## src/rtc_consts.svh

```systemverilog
// register offsets, field positions, reset values and timing counts
`ifndef RTC_CONSTS_SVH
`define RTC_CONSTS_SVH
`define ADDR_GUARD 6'h10
`define ADDR_PIN 6'h11
`define ADDR_ATR 6'h12
`define ADDR_DTR 6'h13
`define ADDR_PWR 6'h14
`define ADDR_STATUS 6'h3f
`define ALM_SEC 3'h0
`define ALM_MIN 3'h1
`define ALM_HOUR 3'h2
`define ALM_DATE 3'h3
`define ALM_MONTH 3'h4
`define ALM_YEAR 3'h5
`define ALM_DOW 3'h6
`define MASK_GUARD 8'hf8
`define MASK_PIN 8'hf8
`define MASK_ATR 8'h3f
`define MASK_DTR 8'h07
`define MASK_PWR 8'hc7
`define RST_GUARD 8'h18
`define RST_PWR_TOP 5'h08
`define SR_DISARM 8'h00
`define SR_ARM_WEL 8'h02
`define SR_ARM_BOTH 8'h06
`define GUARD_QTR 9'h180
`define GUARD_HALF 9'h100
`define GUARD_P4 9'h03f
`define GUARD_P8 9'h07f
`define GUARD_P16 9'h0ff
`define CX_BASE_HALF_PF 8'h12
`define CX_RESET 8'h32
`define VTS_LAST 3'h4
`define OSC_HZ 32768
`define PPM_TEN_X100 13'h03e8
`define PPM_TWENTY_X100 13'h07d0
`define PPM_PER_COUNT_X100 13'h0bec
`define IRQ_PULSE_MS 250
`define IRQ_PULSE_TICKS (`OSC_HZ * `IRQ_PULSE_MS / 1000)
`endif

```

## src/rtc_pkg.sv

```systemverilog
// shared types of the clock configuration and alarm block
package rtc_pkg;
    typedef logic [15:0][7:0] alarm_mem_t;

    typedef struct packed {
        logic [7:0] sec;
        logic [7:0] min;
        logic [7:0] hour;
        logic [7:0] date;
        logic [7:0] month;
        logic [7:0] year;
        logic [7:0] dow;
    } time_t;

    typedef struct packed {
        logic [7:0] sec;
        logic [7:0] min;
        logic [7:0] hour;
        logic [7:0] date;
        logic [7:0] month;
        logic [7:0] dow;
    } alarm_set_t;

    typedef struct packed {
        logic [7:0] guard;
        logic [7:0] pin;
        logic [7:0] analog_cap_tune;
        logic [7:0] dtr;
        logic [7:0] supply_switch_cfg;
    } nv_cfg_t;

    typedef struct packed {
        nv_cfg_t cfg;
        alarm_mem_t alarm;
    } nv_image_t;

    typedef enum logic [1:0] {
        FOUT_ALARM = 2'b00,
        FOUT_32K = 2'b01,
        FOUT_4K = 2'b10,
        FOUT_1HZ = 2'b11
    } fout_sel_t;

    typedef struct packed {
        logic [2:0] osc_sync;
        logic osc_level;
        logic osc_tick;
        logic [2:0] div8;
        logic [15:0] sec_cnt;
        logic [12:0] acc;
        logic trim;
        logic sec_tick;
    } rate_t;

    typedef struct packed {
        nv_image_t nv;
        logic write_latch;
        logic reg_write_latch;
        logic wr_dirty;
        logic al0;
        logic al1;
        logic [2:0] bat_sync;
        logic bat_stable;
        logic [13:0] pulse_cnt;
        logic pulse_on;
        logic [7:0] rdata;
        logic grant;
        logic pin_o;
        logic pin_oe_n;
        logic [7:0] cx_half_pf;
        logic rst_valid;
        logic serial_en;
    } core_t;
endpackage

```

## src/rtc_alarm_and_config_regs.sv

```systemverilog
// alarm comparators, output pin select, array guard, trim and supply regs
`include "rtc_consts.svh"
module rtc_alarm_and_config_regs
#(
    parameter logic [2:0] RESET_LEVEL_DEFAULT = 3'h0
)
(
    input wire logic clk,
    input wire logic reset,
    input wire logic osc_pin,
    input wire logic on_battery,
    input wire logic reg_wr,
    input wire logic reg_rd,
    input wire logic [5:0] reg_addr,
    input wire logic [7:0] reg_wdata,
    output logic [7:0] reg_rdata,
    input wire logic wr_end,
    input wire logic sr_read_done,
    input rtc_pkg::time_t time_now,
    input wire logic time_upd,
    input wire logic nv_wr_req,
    input wire logic [8:0] nv_wr_addr,
    output logic nv_wr_grant,
    input wire logic nv_restore,
    input rtc_pkg::nv_image_t nv_image_in,
    output rtc_pkg::nv_image_t nv_image_out,
    output logic sec_tick,
    output logic pin_o,
    output logic pin_oe_n,
    output logic [5:0] load_cap_code,
    output logic [7:0] cx_half_pf,
    output logic rate_sign,
    output logic [1:0] rate_mag,
    output logic serial_enable,
    output logic switchover_policy,
    output logic [2:0] reset_level,
    output logic reset_level_valid
);
    rtc_pkg::core_t st_r;
    rtc_pkg::core_t st_nxt;
    rtc_pkg::alarm_set_t set0;
    rtc_pkg::alarm_set_t set1;
    logic hit0;
    logic hit1;
    logic osc_level;
    logic osc_tick;
    logic fout_4k;
    logic fout_1hz;
    logic alarm0_irq_en;
    logic alarm1_irq_en;
    logic repeat_pulse_mode;
    logic alarm_route;
    logic irq_act;
    logic [3:0] slot;

    // pick the six compared bytes of one alarm set out of the store
    function automatic rtc_pkg::alarm_set_t alarm_set(
        input rtc_pkg::alarm_mem_t m,
        input logic idx);
        alarm_set.sec = m[{idx, `ALM_SEC}];
        alarm_set.min = m[{idx, `ALM_MIN}];
        alarm_set.hour = m[{idx, `ALM_HOUR}];
        alarm_set.date = m[{idx, `ALM_DATE}];
        alarm_set.month = m[{idx, `ALM_MONTH}];
        alarm_set.dow = m[{idx, `ALM_DOW}];
    endfunction

    // which guard code covers an array location
    function automatic logic guarded(input logic [2:0] s,
                                     input logic [8:0] a);
        unique case (s)
            3'h0: guarded = 1'b0;
            3'h1: guarded = a >= `GUARD_QTR;
            3'h2: guarded = a >= `GUARD_HALF;
            3'h3: guarded = 1'b1;
            3'h4: guarded = a <= `GUARD_P4;
            3'h5: guarded = a <= `GUARD_P8;
            3'h6: guarded = a <= `GUARD_P16;
            3'h7: guarded = 1'b1;
        endcase
    endfunction

    assign set0 = alarm_set(st_r.nv.alarm, 1'b0);
    assign set1 = alarm_set(st_r.nv.alarm, 1'b1);
    assign slot = reg_addr[3:0];

    alarm_match u_match0
    (
        .set(set0),
        .now(time_now),
        .hit(hit0)
    );

    alarm_match u_match1
    (
        .set(set1),
        .now(time_now),
        .hit(hit1)
    );

    rate_gen u_rate
    (
        .clk(clk),
        .reset(reset),
        .osc_pin(osc_pin),
        .rate_sign(st_r.nv.cfg.dtr[2]),
        .rate_ten(st_r.nv.cfg.dtr[1]),
        .rate_twenty(st_r.nv.cfg.dtr[0]),
        .osc_level(osc_level),
        .osc_tick(osc_tick),
        .fout_4k(fout_4k),
        .fout_1hz(fout_1hz),
        .sec_tick(sec_tick)
    );

    // control fields of the pin register
    assign repeat_pulse_mode = st_r.nv.cfg.pin[7];
    assign alarm1_irq_en = st_r.nv.cfg.pin[6];
    assign alarm0_irq_en = st_r.nv.cfg.pin[5];
    assign alarm_route = st_r.nv.cfg.pin[4:3] == 2'b00;

    // a pulse is cut short if both enables drop, so the pin never sticks
    assign irq_act = alarm_route & (repeat_pulse_mode
        ? st_r.pulse_on & (alarm0_irq_en | alarm1_irq_en)
        : (st_r.al0 & alarm0_irq_en)
          | (st_r.al1 & alarm1_irq_en));

    always_comb
    begin
        st_nxt = st_r;
        // battery sense is a pin: three stages, counted once two agree
        st_nxt.bat_sync = {st_r.bat_sync[1:0], on_battery};
        if (st_r.bat_sync[1] == st_r.bat_sync[2])
            st_nxt.bat_stable = st_r.bat_sync[2];
        st_nxt.serial_en = !(st_r.nv.cfg.supply_switch_cfg[7] & st_r.bat_stable);

        // status byte: arm and disarm of the two write latches
        if (reg_wr && reg_addr == `ADDR_STATUS)
        begin
            if (reg_wdata == `SR_DISARM)
            begin
                st_nxt.write_latch = 1'b0;
                st_nxt.reg_write_latch = 1'b0;
            end
            else if (reg_wdata == `SR_ARM_WEL)
                st_nxt.write_latch = 1'b1;
            else if (reg_wdata == `SR_ARM_BOTH && st_r.write_latch)
                st_nxt.reg_write_latch = 1'b1;
        end
        // alarm and control writes only land while the latch is armed
        else if (reg_wr && st_r.reg_write_latch)
        begin
            if (reg_addr < `ADDR_GUARD)
            begin
                // the year slot has no storage
                if (slot[2:0] != `ALM_YEAR)
                begin
                    st_nxt.nv.alarm[slot] = reg_wdata;
                    st_nxt.wr_dirty = 1'b1;
                end
            end
            else
            begin
                st_nxt.wr_dirty = 1'b1;
                unique case (reg_addr)
                    `ADDR_GUARD: st_nxt.nv.cfg.guard = reg_wdata & `MASK_GUARD;
                    `ADDR_PIN: st_nxt.nv.cfg.pin = reg_wdata & `MASK_PIN;
                    `ADDR_ATR: st_nxt.nv.cfg.analog_cap_tune = reg_wdata & `MASK_ATR;
                    `ADDR_DTR: st_nxt.nv.cfg.dtr = reg_wdata & `MASK_DTR;
                    // no guard code covers the reset level
                    `ADDR_PWR: st_nxt.nv.cfg.supply_switch_cfg = reg_wdata & `MASK_PWR;
                    default: st_nxt.wr_dirty = st_r.wr_dirty;
                endcase
            end
        end
        // the latch disarms at the end of a transfer that changed a reg
        if (wr_end && st_r.wr_dirty)
        begin
            st_nxt.reg_write_latch = 1'b0;
            st_nxt.wr_dirty = 1'b0;
        end
        // restore from backing store wins over any write in flight
        if (nv_restore)
            st_nxt.nv = nv_image_in;

        // flags: a status read clears, a match in the same cycle wins
        if (sr_read_done)
        begin
            st_nxt.al0 = 1'b0;
            st_nxt.al1 = 1'b0;
        end
        if (time_upd && hit0)
            st_nxt.al0 = 1'b1;
        if (time_upd && hit1)
            st_nxt.al1 = 1'b1;

        // repeat mode: every match of an alarm with its irq enable set restarts a fixed low pulse
        if (time_upd && repeat_pulse_mode
            && ((hit0 && alarm0_irq_en) || (hit1 && alarm1_irq_en)))
        begin
            st_nxt.pulse_on = 1'b1;
            st_nxt.pulse_cnt = 14'h0000;
        end
        else if (st_r.pulse_on && osc_tick)
        begin
            if (st_r.pulse_cnt == 14'(`IRQ_PULSE_TICKS - 1))
                st_nxt.pulse_on = 1'b0;
            else
                st_nxt.pulse_cnt = st_r.pulse_cnt + 14'h0001;
        end

        // shared pin: alarm is open drain, clock outputs are driven
        unique case (rtc_pkg::fout_sel_t'(st_r.nv.cfg.pin[4:3]))
            rtc_pkg::FOUT_ALARM:
            begin
                st_nxt.pin_o = 1'b0;
                st_nxt.pin_oe_n = !irq_act;
            end
            rtc_pkg::FOUT_32K:
            begin
                st_nxt.pin_o = osc_level;
                st_nxt.pin_oe_n = 1'b0;
            end
            rtc_pkg::FOUT_4K:
            begin
                st_nxt.pin_o = fout_4k;
                st_nxt.pin_oe_n = 1'b0;
            end
            rtc_pkg::FOUT_1HZ:
            begin
                st_nxt.pin_o = fout_1hz;
                st_nxt.pin_oe_n = 1'b0;
            end
        endcase

        // guard check on a write into the array
        st_nxt.grant = nv_wr_req
                       && !guarded(st_r.nv.cfg.guard[7:5], nv_wr_addr);

        // half-pF units, so the 0.5 pF weight stays an integer
        st_nxt.cx_half_pf = 8'({~st_r.nv.cfg.analog_cap_tune[5], st_r.nv.cfg.analog_cap_tune[4:0]})
                            + `CX_BASE_HALF_PF;
        st_nxt.rst_valid = st_r.nv.cfg.supply_switch_cfg[2:0] <= `VTS_LAST;

        // read data, taken on the read strobe
        if (reg_rd)
        begin
            if (reg_addr == `ADDR_STATUS)
                st_nxt.rdata = {1'b0, st_r.al1, st_r.al0, 2'b00,
                                st_r.reg_write_latch, st_r.write_latch, 1'b0};
            else if (reg_addr < `ADDR_GUARD)
                st_nxt.rdata = (slot[2:0] == `ALM_YEAR) ? time_now.year
                                                      : st_r.nv.alarm[slot];
            else
            begin
                unique case (reg_addr)
                    `ADDR_GUARD: st_nxt.rdata = st_r.nv.cfg.guard;
                    `ADDR_PIN: st_nxt.rdata = st_r.nv.cfg.pin;
                    `ADDR_ATR: st_nxt.rdata = st_r.nv.cfg.analog_cap_tune;
                    `ADDR_DTR: st_nxt.rdata = st_r.nv.cfg.dtr;
                    `ADDR_PWR: st_nxt.rdata = st_r.nv.cfg.supply_switch_cfg;
                    default: st_nxt.rdata = 8'h00;
                endcase
            end
        end
    end

    // defaults until the backing image is restored
    always_ff @(posedge clk)
    begin
        if (reset)
        begin
            st_r <= '0;
            st_r.nv.cfg.guard <= `RST_GUARD;
            st_r.nv.cfg.supply_switch_cfg <= {`RST_PWR_TOP, RESET_LEVEL_DEFAULT};
            st_r.pin_oe_n <= 1'b1;
            st_r.cx_half_pf <= `CX_RESET;
            st_r.rst_valid <= 1'b1;
            st_r.serial_en <= 1'b1;
        end
        else
            st_r <= st_nxt;
    end

    assign reg_rdata = st_r.rdata;
    assign nv_wr_grant = st_r.grant;
    assign nv_image_out = st_r.nv;
    assign pin_o = st_r.pin_o;
    assign pin_oe_n = st_r.pin_oe_n;
    assign load_cap_code = st_r.nv.cfg.analog_cap_tune[5:0];
    assign cx_half_pf = st_r.cx_half_pf;
    assign rate_sign = st_r.nv.cfg.dtr[2];
    assign rate_mag = st_r.nv.cfg.dtr[1:0];
    assign serial_enable = st_r.serial_en;
    assign switchover_policy = st_r.nv.cfg.supply_switch_cfg[6];
    assign reset_level = st_r.nv.cfg.supply_switch_cfg[2:0];
    assign reset_level_valid = st_r.rst_valid;
endmodule // rtc_alarm_and_config_regs

```

## src/alarm_match.sv

```systemverilog
// one alarm set compared against the present time
module alarm_match
(
    input rtc_pkg::alarm_set_t set,
    input rtc_pkg::time_t now,
    output logic hit
);
    // a field with its enable clear always agrees
    function automatic logic field_ok(input logic [7:0] a,
                                      input logic [7:0] t);
        field_ok = !a[7] || (a[6:0] == t[6:0]);
    endfunction

    logic any_en;

    // no year field exists, so the year never takes part
    assign any_en = set.sec[7] | set.min[7] | set.hour[7] | set.date[7]
                    | set.month[7] | set.dow[7];
    assign hit = any_en & field_ok(set.sec, now.sec)
                 & field_ok(set.min, now.min)
                 & field_ok(set.hour, now.hour)
                 & field_ok(set.date, now.date)
                 & field_ok(set.month, now.month)
                 & field_ok(set.dow, now.dow);
endmodule // alarm_match

```

## src/rate_gen.sv

```systemverilog
// oscillator sampling, frequency dividers and trimmed seconds tick
`include "rtc_consts.svh"
module rate_gen
(
    input wire logic clk,
    input wire logic reset,
    input wire logic osc_pin,
    input wire logic rate_sign,
    input wire logic rate_ten,
    input wire logic rate_twenty,
    output logic osc_level,
    output logic osc_tick,
    output logic fout_4k,
    output logic fout_1hz,
    output logic sec_tick
);
    rtc_pkg::rate_t st_r;
    rtc_pkg::rate_t st_nxt;
    logic [15:0] sec_last;
    logic [12:0] acc_sum;

    // a trimmed second is one count short (faster) or long (slower)
    always_comb
    begin
        st_nxt = st_r;
        st_nxt.osc_tick = 1'b0;
        st_nxt.sec_tick = 1'b0;
        st_nxt.osc_sync = {st_r.osc_sync[1:0], osc_pin};
        acc_sum = st_r.acc + (rate_ten ? `PPM_TEN_X100 : 13'h0000)
                  + (rate_twenty ? `PPM_TWENTY_X100 : 13'h0000);
        sec_last = 16'(`OSC_HZ - 1);
        if (st_r.trim)
            sec_last = rate_sign ? 16'(`OSC_HZ) : 16'(`OSC_HZ - 2);
        // stage one is only seen by stage two
        if (st_r.osc_sync[1] == st_r.osc_sync[2])
        begin
            st_nxt.osc_level = st_r.osc_sync[2];
            st_nxt.osc_tick = st_r.osc_sync[2] & ~st_r.osc_level;
        end
        if (st_r.osc_tick)
        begin
            st_nxt.div8 = st_r.div8 + 3'h1;
            st_nxt.sec_cnt = st_r.sec_cnt + 16'h0001;
            if (st_r.sec_cnt >= sec_last)
            begin
                st_nxt.sec_cnt = 16'h0000;
                st_nxt.sec_tick = 1'b1;
                // a zero magnitude never builds up, so no trim either sign
                st_nxt.trim = acc_sum >= `PPM_PER_COUNT_X100;
                st_nxt.acc = st_nxt.trim ? acc_sum - `PPM_PER_COUNT_X100
                                         : acc_sum;
            end
        end
    end

    always_ff @(posedge clk)
    begin
        if (reset)
            st_r <= '0;
        else
            st_r <= st_nxt;
    end

    assign osc_level = st_r.osc_level;
    assign osc_tick = st_r.osc_tick;
    assign fout_4k = st_r.div8[2];
    assign fout_1hz = |st_r.sec_cnt[15:14];
    assign sec_tick = st_r.sec_tick;
endmodule // rate_gen

```

## config.mk

```make
export PLATFORM = sky130hd
export DESIGN_NAME = rtc_alarm_and_config_regs
export DESIGN_NICKNAME = d
export VERILOG_FILES = /design/src/rtc_pkg.sv /design/src/rtc_alarm_and_config_regs.sv /design/src/alarm_match.sv /design/src/rate_gen.sv
export VERILOG_INCLUDE_DIRS = /design/src
export SDC_FILE = /design/constraint.sdc
export NUM_CORES = 1
export LEC_CHECK = 0
export BUFFER_PORTS_ARGS = -buffer_cell sky130_fd_sc_hd__buf_4
export CAP_MARGIN = 10
export CORE_MARGIN = 5
export CORE_UTILIZATION = 45
export CTS_CLUSTER_DIAMETER = 30
export DETAILED_ROUTE_END_ITERATION = 10
export HOLD_SLACK_MARGIN = 0.03
export PLACE_DENSITY = 0.71
export REMOVE_ABC_BUFFERS = 1
export SETUP_SLACK_MARGIN = 0.15
export SYNTH_ARGS = -nofsm -noshare
export SYNTH_HDL_FRONTEND = slang
export SYNTH_SLANG_ARGS = --single-unit
```

## constraint.sdc

```tcl
create_clock -name clk -period 6.4 [get_ports clk]
set_input_delay 0.32 -clock clk [delete_from_list [all_inputs] [get_ports clk]]
set_output_delay 0.32 -clock clk [all_outputs]
set_load 0.03 [all_outputs]
```

==> results of run 1 <==
-- metal layers --
| layer | vias to the layer above | track usage [%] |
|---|---|---|
| li1 | 6839 | - |
| met1 | 7327 | 35.8 |
| met2 | 839 | 51.4 |
| met3 | 236 | 6.84 |
| met4 | 0 | 18.9 |
| met5 | - | 0 |
-- cell type report --
type	count	area share [%]
timing repair buffer	629	24.2
tap	448	2.62
clock buffer	70	7.42
clock inverter	40	2.26
multi-input combinational	1231	39.8
sequential	249	23.3
antenna	7	0.0819
inverter	17	0.298
-- worst max-delay path: cells and delay by family (launching register included) --
family,cells,cell delay [ns]
AND/OR/NAND/NOR,3,0.98
AO/OA/AOI/OAI,3,0.79
buffers and inverters,2,0.17
flip-flops,1,0.64
adder cells (fa/ha/maj),2,0.86
XOR/XNOR,1,0.30
-- per-stage QoR --
stage	hold slack, ns	utilization [%]	instances
finish	0.0726	63.5	2691
detailed placement	0.401	52.1	2400
global route	0.0670	63.5	2691
floorplan	0.378	-	1497
global placement	0.420	52.1	2400
CTS	0.0407	63.4	2684
-- flip-flops by register name, indices dropped and copies added, names as in the netlist, 2 cells and up --
name           flops
nv_image_out     162
cx_half_pf         7
st_nxt             2
u_rate.st_nxt      2
st_r              22
reg_rdata          8
u_rate.st_r       31
load_cap_code      6
-- power by group through the flow --
stage	sequential (mW)	combinational, mW	clock, mW
detailed placement	1.74	0.785	0
floorplan	1.84	0.249	0
CTS	1.71	0.881	3.12
finish	1.72	0.896	3.11
global placement	1.74	0.777	0
global route	1.72	0.945	3.22
-- worst max path at each step --
stage | from | end | slack, ns | cells past startpoint
2_1_floorplan | nv_image_out[136] | u_rate.st_r[12] | 2.54 | 12
3_3_place_gp | nv_image_out[136] | u_rate.st_r[12] | 2.60 | 11
3_5_place_dp | nv_image_out[136] | u_rate.st_r[12] | 2.58 | 11
4_1_cts | nv_image_out[136] | u_rate.st_r[12] | 2.54 | 11
5_1_grt | nv_image_out[136] | u_rate.st_r[12] | 2.26 | 11
6_report | nv_image_out[136] | u_rate.st_r[12] | 2.56 | 11
-- cells by family after synthesis --
kind of cell,count (synthesis),share of synthesized area [%]
adder cells (fa/ha/maj),38,3.32
AO/OA/AOI/OAI,277,10.7
flip-flops,249,32.3
XOR/XNOR,131,7.55
multiplexers,194,16.5
other,1,0.0243
buffers and inverters,320,12.6
AND/OR/NAND/NOR,590,17.1
-- cell usage in the layout (no fill, tap or decap), drive strengths merged, types with 5 or more instances in the layout --
master / instances
a21oi: 188
a21o: 7
a22oi: 10
nand3b: 15
dlygate4sd3: 174
bufinv: 8
mux2: 6
a22o: 5
clkbuf: 70
nand4: 37
buf: 455
nand2b: 7
o41ai: 7
mux2i: 140
nand3: 33
dfxtp: 249
clkinvlp: 9
nor2: 346
inv: 22
diode: 7
nor4: 8
and4: 6
nand2: 81
nor3b: 5
mux4: 48
ha: 33
xor2: 73
and3: 7
nor3: 11
o211ai: 11
xnor2: 58
clkinv: 18
fa: 5
and2: 6
o21ai: 16
a311oi: 5
nor2b: 16
-- timing repair --
action,4_1_cts,5_1_grt
hold buffers,174,0
setup endpoints to repair,0,0
endpoints found under the hold margin,175,0
==> run summary, run 1 <==
The part of the Yosys area used for sequential elements came out at 32.3%. The finished cells cover 21400 um^2. The part of the power in registers came out at 30.0%.

The number of nets still failing antenna checks after routing came out at 0. The number of endpoints with negative hold slack in the final report came to 0. The detail-routed via count per cell came out at about 5.7. The number of register bits inferred by synthesis came out at 249. Global routing consumed, over all layers together, a little under a third of the routing resources.

The number of antenna violations at the first check in global routing is 7. For the finished layout, the period the worst path requires is 3.84 ns. Of all cell types, the one taking the most synthesized area is sky130_fd_sc_hd__dfxtp_1. For this design the top-level I/O count stands at 461. The fmax is 0.261 GHz. Setup repair after global routing left no endpoint under its margin. The maximum vdd drop is 0.202 mV.

The share of synthesized flip-flops with an asynchronous set or reset came out at 0%. The internal reg-to-reg setup slack is 2.56 ns. After synthesis, the mean cell area works out to roughly 8.6 um^2. Along the worst path, the maximum fanout reaches 10.

The clock reaches the later pin of the worst-skew pair after around 0.62 ns. The buffers inserted during post-CTS setup optimization is 0. The die is 195 um tall. Cell internal power was estimated by the tool at ~4.1 mW.

The worst register-to-register path begins at nv_image_out[136]. The highest signal layer in the routed design is met4. Walking the worst path, the cells encountered are inv_1, fa_1, inv_1, ha_1, xnor2_1, or4b_4, a2111oi_4, o21ba_4, nor2_2, or3_1, a311oi_1. The share of total power in combinational logic came out at 15.7%. The initial utilization of the core area, before any placement, comes to 45.8%. The horizontal extent of the die is 195 um. The data arrival time of the worst path came out at about 4.3 ns. After detailed routing, the met2 layer carries between 20 and 30 mm of wire. The count of distinct cell types in the synthesized netlist came out at 66. The fraction of power consumed by the clock network came out at about 54%. The maximum buffer depth of the clock tree is 3.

The leakage power came out at 9.99 nW. The register cell area after layout came out at roughly 5000 um^2. The die covers 38100 um^2. The pre-CTS setup slack is 2.58 ns. The number of cells on the worst reg-to-reg path is 11.

The area of placed instances came out at between 15000 and 20000 um^2. The total wirelength of the detailed-routed design came out at 61.7 mm. The number of gates given a new drive strength after cts came out at 0. After synthesis, the cell types taking the most area are sky130_fd_sc_hd__dfxtp_1 32%, sky130_fd_sc_hd__buf_4 9.5%, sky130_fd_sc_hd__mux2i_1 9.1%. The least setup slack across all paths after layout is roughly 2.6 ns. The number of violations reported at the end of detailed-routing iteration 0 came out at just over 1000. TritonCTS created a little under 60 clock buffers. The final net count came out at around 2500.

The most used flip-flop cell after synthesis is sky130_fd_sc_hd__dfxtp_1. The aggregate global routing overflow is 0. TritonCTS built the clock tree.

The sink count of the clock tree is 249. The largest stage delay on the critical path is 0.64 ns. After detailed routing, the wire length on met1 is 22.6 mm.

The mean routed wirelength per cell is 22.9 um. The total power after layout is between 5 and 6 mW. The switching power total came out at 1.59 mW. The number of warning messages in the yosys log came out at 0. The number of enable-type register cells in the synthesized netlist is 0. The gate count after technology mapping came out at 1800.

The first-pass GRT wire length came out at between 90 and 100 mm. The min-delay analysis places its worst path in the category in -> reg. The max-cap check violation count is 0.

Relative to the synthesized area, the layout overhead comes to 38.5%. The placement row count is 67. The post-route DRC violation count is 0. The worst setup path is launched from a flip-flop. The worst flop-to-flop path endpoint is u_rate.st_r[12]. The total number of vias is 15241. Data on the critical path is required at its endpoint by 6.90 ns.

The final total negative setup slack came out at 0 ns. The largest individual stage delay along the critical path comes from the cell sky130_fd_sc_hd__dfxtp_1. Counting stages on the worst path, the most repeated cell is sky130_fd_sc_hd__inv_1. Yosys instantiated no cell more often than sky130_fd_sc_hd__nor2_1.

The synthesized area came out at 15500 um^2. The commonest cells after synthesis are 345 x sky130_fd_sc_hd__nor2_1, 249 x sky130_fd_sc_hd__dfxtp_1, 195 x sky130_fd_sc_hd__buf_4. In this run the biggest area consumer among cell types represents 32.3% of the synthesized area. The share of cells above drive strength 1 is 28.1%. The number of global-route vias before repair is around 15000. The total power per unit cell area is between 200 and 300 nW/um^2. The number of port buffers came out at 447. Setup violations remaining at the end of the flow were counted as 0.

Before antenna repair, the detailed router went through 8 iterations. The maximum number of pins on one net before global-route repair is 179. The H-tree depth reported by CTS is 2. The switching part of the total power came out at 27.9%. The total area of multi-input combinational cells is 8520 um^2. The worst hold path terminates at nv_image_out[139]. The filler cells instantiated in the layout total 2661. The tightest slew margin relative to the limit is 34.6%.

The transition time at the pin with the least slew margin came out at 0.978 ns. The fraction of the cycle the final worst path needs is 60.0%. Clock-pin slew was measured on the worst setup and hold paths at 0.05 ns.

The clock root buffer is sky130_fd_sc_hd__clkbuf_16. The cell depth of the worst min-delay path came out at 3. The placed wire-length estimate after detailed placement is 42.1 mm. The number of max-slew violations in the final report is 0. The kind of critical path is reg -> reg. The flow ran to the end, and the final reports show no timing, DRC or antenna violations. The met3 wirelength from detailed routing came out at 5.01 mm. At the end of routability-driven placement, the weighted congestion stood at 0.926. The beginning of the worst hold path is nv_image_in[139]. STA classifies the critical path endpoint as a flip-flop. The area of the core region came out at 33700 um^2. The post-route clock skew came out at roughly 0.034 ns.
Note: power is estimated with default switching activity, not from simulation.
==> run 2: changes to the inputs <==
--- a/config.mk
+++ b/config.mk
@@ -13,7 +13,7 @@
 export CTS_CLUSTER_DIAMETER = 30
 export DETAILED_ROUTE_END_ITERATION = 10
 export HOLD_SLACK_MARGIN = 0.03
-export PLACE_DENSITY = 0.71
+export PLACE_DENSITY = 0.74
 export REMOVE_ABC_BUFFERS = 1
 export SETUP_SLACK_MARGIN = 0.15
 export SYNTH_ARGS = -nofsm -noshare
==> constraint.sdc (replaced) <==
create_clock -name clk -period 3.3 [get_ports clk]
set_input_delay 0.165 -clock clk [delete_from_list [all_inputs] [get_ports clk]]
set_output_delay 0.165 -clock clk [all_outputs]
set_load 0.03 [all_outputs]
==> run summary, run 2 (synthesis results as in run 1) <==
The run finished with clean final reports. The post-route clock skew is roughly 0.019 ns. The switching part of the total power came out at 27.2%. The number of search-and-repair iterations in the first detailed-routing pass came out at 6. In this design, the stage delay of the slowest critical-path cell is approximately 0.57 ns. Counting instances, the worst hold path has a depth of 3. The number of antenna violations at the first check in global routing came out at 1.

The register with the most flip-flops in the layout has 162 of them. The worst-path maximum fanout came out at 4. The fraction of the cycle the final worst path needs is 97.4%. The die is ~200 um tall. The final RePlAce weighted congestion came out at 0.952. The placed wire-length estimate after detailed placement came out at 42.9 mm. The kind of path behind the tightest hold check is in -> reg. The slowest cell on the critical path is sky130_fd_sc_hd__or4b_4.

The fmax came out at about 0.31 GHz. The number of setup violations in the final report is 0. The clock passes through at most 3 buffers. Measured against its own limit, the worst slew margin works out to a little over two fifths. The top-level port count is 461. The worst setup path is captured at a flip-flop. The number of nets still failing antenna checks after routing is 0.

The starting density of the core came out at a little under half. The CTS buffer count came out at 56. The tree built by TritonCTS fans out to 249 sinks. The switching power total is between 2 and 3 mW. The clock network latency to the later pin of the worst-skew pair came out at 0.56 ns. For this design the static power due to leakage is 10.2 nW. Dividing total power by cell area gives a power density of 494 nW/um^2.

After detailed routing, the average wire length per cell comes to about 23 um. The total power after layout is 10.8 mW. The critical path goes through inv_2, fa_1, inv_2, ha_4, nor2_4, o21ba_4, or4b_4, a2111oi_4, o21ba_4, nor2_4, or3_1, a311oi_1. The post-route DRC violation count came out at 0. The maximum vdd drop came out at 0.372 mV. The library cells used most frequently in the layout, excluding fill and tap cells, are 485 x sky130_fd_sc_hd__buf_4, 344 x sky130_fd_sc_hd__nor2_1, 246 x sky130_fd_sc_hd__dfxtp_1. TritonCTS built the clock tree. The H-tree depth reported by CTS came out at 2. The initialized floorplan defines 67 standard-cell rows.

The internal power contribution came out at 7.86 mW. In this run, the number of DRC markers left after iteration 0 of detailed routing was about 1200. Detailed routing inserted a total of roughly 15000 vias. The part of the power in registers came out at 30.8%.

For this run the aggregate overflow at the end of global routing stands at 0. The data arrival time of the worst path is about 3.7 ns. The share of total power in combinational logic is 16.8%. Dividing the detail-routed via count by the number of cells gives 5.69. The critical path is of the reg -> reg type.

The share of cells above drive strength 1 came out at 30.0%. The cell depth of the worst flop-to-flop path came out at 12. The total global-route track usage is between 30% and 40%.

STA classifies the critical path startpoint as a flip-flop. The die area is 38100 um^2. The required time of the worst setup path is 3.76 ns. The number of global-route vias before repair is 15894. Entering global routing, the biggest net connects 126 pins. At the pin with the least slew margin, the transition time is 0.850 ns. The count of non-filler cells in the finished layout came out at between 2000 and 3000. The clock-pin slew on the worst setup and hold paths is around 0.050 ns.

The area of the core region is 33700 um^2. The fraction of power consumed by the clock network is 52.4%. Setup repair after global routing could not meet its margin everywhere. The horizontal extent of the die came out at 195 um. Wires add up to 62.5 mm. The final net count is 2524. The area added between synthesis and finish came out at 41.5%. The number of placed instances, taps included came out at 2433. The most common library cell in the layout ignoring fill and taps is sky130_fd_sc_hd__buf_4.

The number of endpoints with negative hold slack in the final report came out at 0. The number of port buffers is 447. For flop-to-flop paths, the worst setup slack is 0.08 ns. The number of max-slew violations in the final report came to 0.

The first global-routing pass estimated 92.9 mm of wire. The tool flagged a number of max-cap violations equal to 0. The shortest period the worst path allows is roughly 3.2 ns. The share of the core filled with cells in the final layout came out at around 65%. The tree is rooted in a sky130_fd_sc_hd__clkbuf_16.
run 2: cell types whose count changed in the layout (fill, tap and decap cells not counted), sizes merged:
cell	previous run	this run
dlygate4sd3	174	180
clkinvlp	9	6
diode	7	2
inv	22	21
clkinv	18	16
clkbuf	70	66
buf	455	493
bufinv	8	9
run 2: power groups by stage:
stage | Sequential [mW] | Clock [mW] | Combinational (mW)
floorplan | 3.57 | 0 | 0.482
global placement | 3.37 | 0 | 1.54
detailed placement | 3.37 | 0 | 1.56
CTS | 3.32 | 5.71 | 1.76
global route | 3.34 | 5.88 | 1.91
finish | 3.33 | 5.67 | 1.81
run 2: cell type report:
| type | instances | area [um^2] |
|---|---|---|
| fill | 2604 | 11800 |
| multi-input combinational | 1231 | 8740 |
| timing repair buffer | 673 | 5580 |
| sequential | 249 | 4990 |
| clock buffer | 66 | 1470 |
| tap | 448 | 561 |
| clock inverter | 35 | 453 |
| inverter | 17 | 67.6 |
| antenna | 2 | 5.00 |
run 2: repair_timing:
action                     in CTS  in global routing
pin swaps                      13                 16
hold endpoints to repair      184                  0
buffers inserted                3                  2
resized for setup              18                 23
setup endpoints to repair      11                 11
hold buffers                  180                  0
run 2: final timing paths:
kind,start,end
worst max-delay path,nv_image_out[137],u_rate.st_r[6]
worst min-delay path,reg_wdata[1],st_r[44]
worst max register to register,nv_image_out[137],u_rate.st_r[6]
worst min register to register,st_r[36],serial_enable
run 2: layer usage:
metal  vias up  routed length (um)  GRT usage (%)
li1       6922                   -              -
met4         0                3950           17.1
met5         -                   0              0
met2       945               30400           53.3
met3       223                5290           6.94
met1      7394               22800           35.7
run 2: through the flow:
stage                     hold WS, ns  worst slack [ns]  area (um^2)  TNS [ns]
after floorplan                 0.234            -0.558        13600     -3.76
after global placement          0.378            0.0240        17900         0
after detailed placement        0.381           -0.0369        17900   -0.0477
after CTS                      0.0389            0.0877        21700         0
after global routing           0.0572           -0.0288        21900   -0.0434
final                          0.0857            0.0849        21900         0
run 2: critical path: cells and delay by family, from the launching register on:
| kind | cells | cell delay, ns |
|---|---|---|
| buffers and inverters | 2 | 0.09 |
| AO/OA/AOI/OAI | 4 | 0.85 |
| adder cells (fa/ha/maj) | 2 | 0.84 |
| flip-flops | 1 | 0.33 |
| AND/OR/NAND/NOR | 4 | 1.02 |
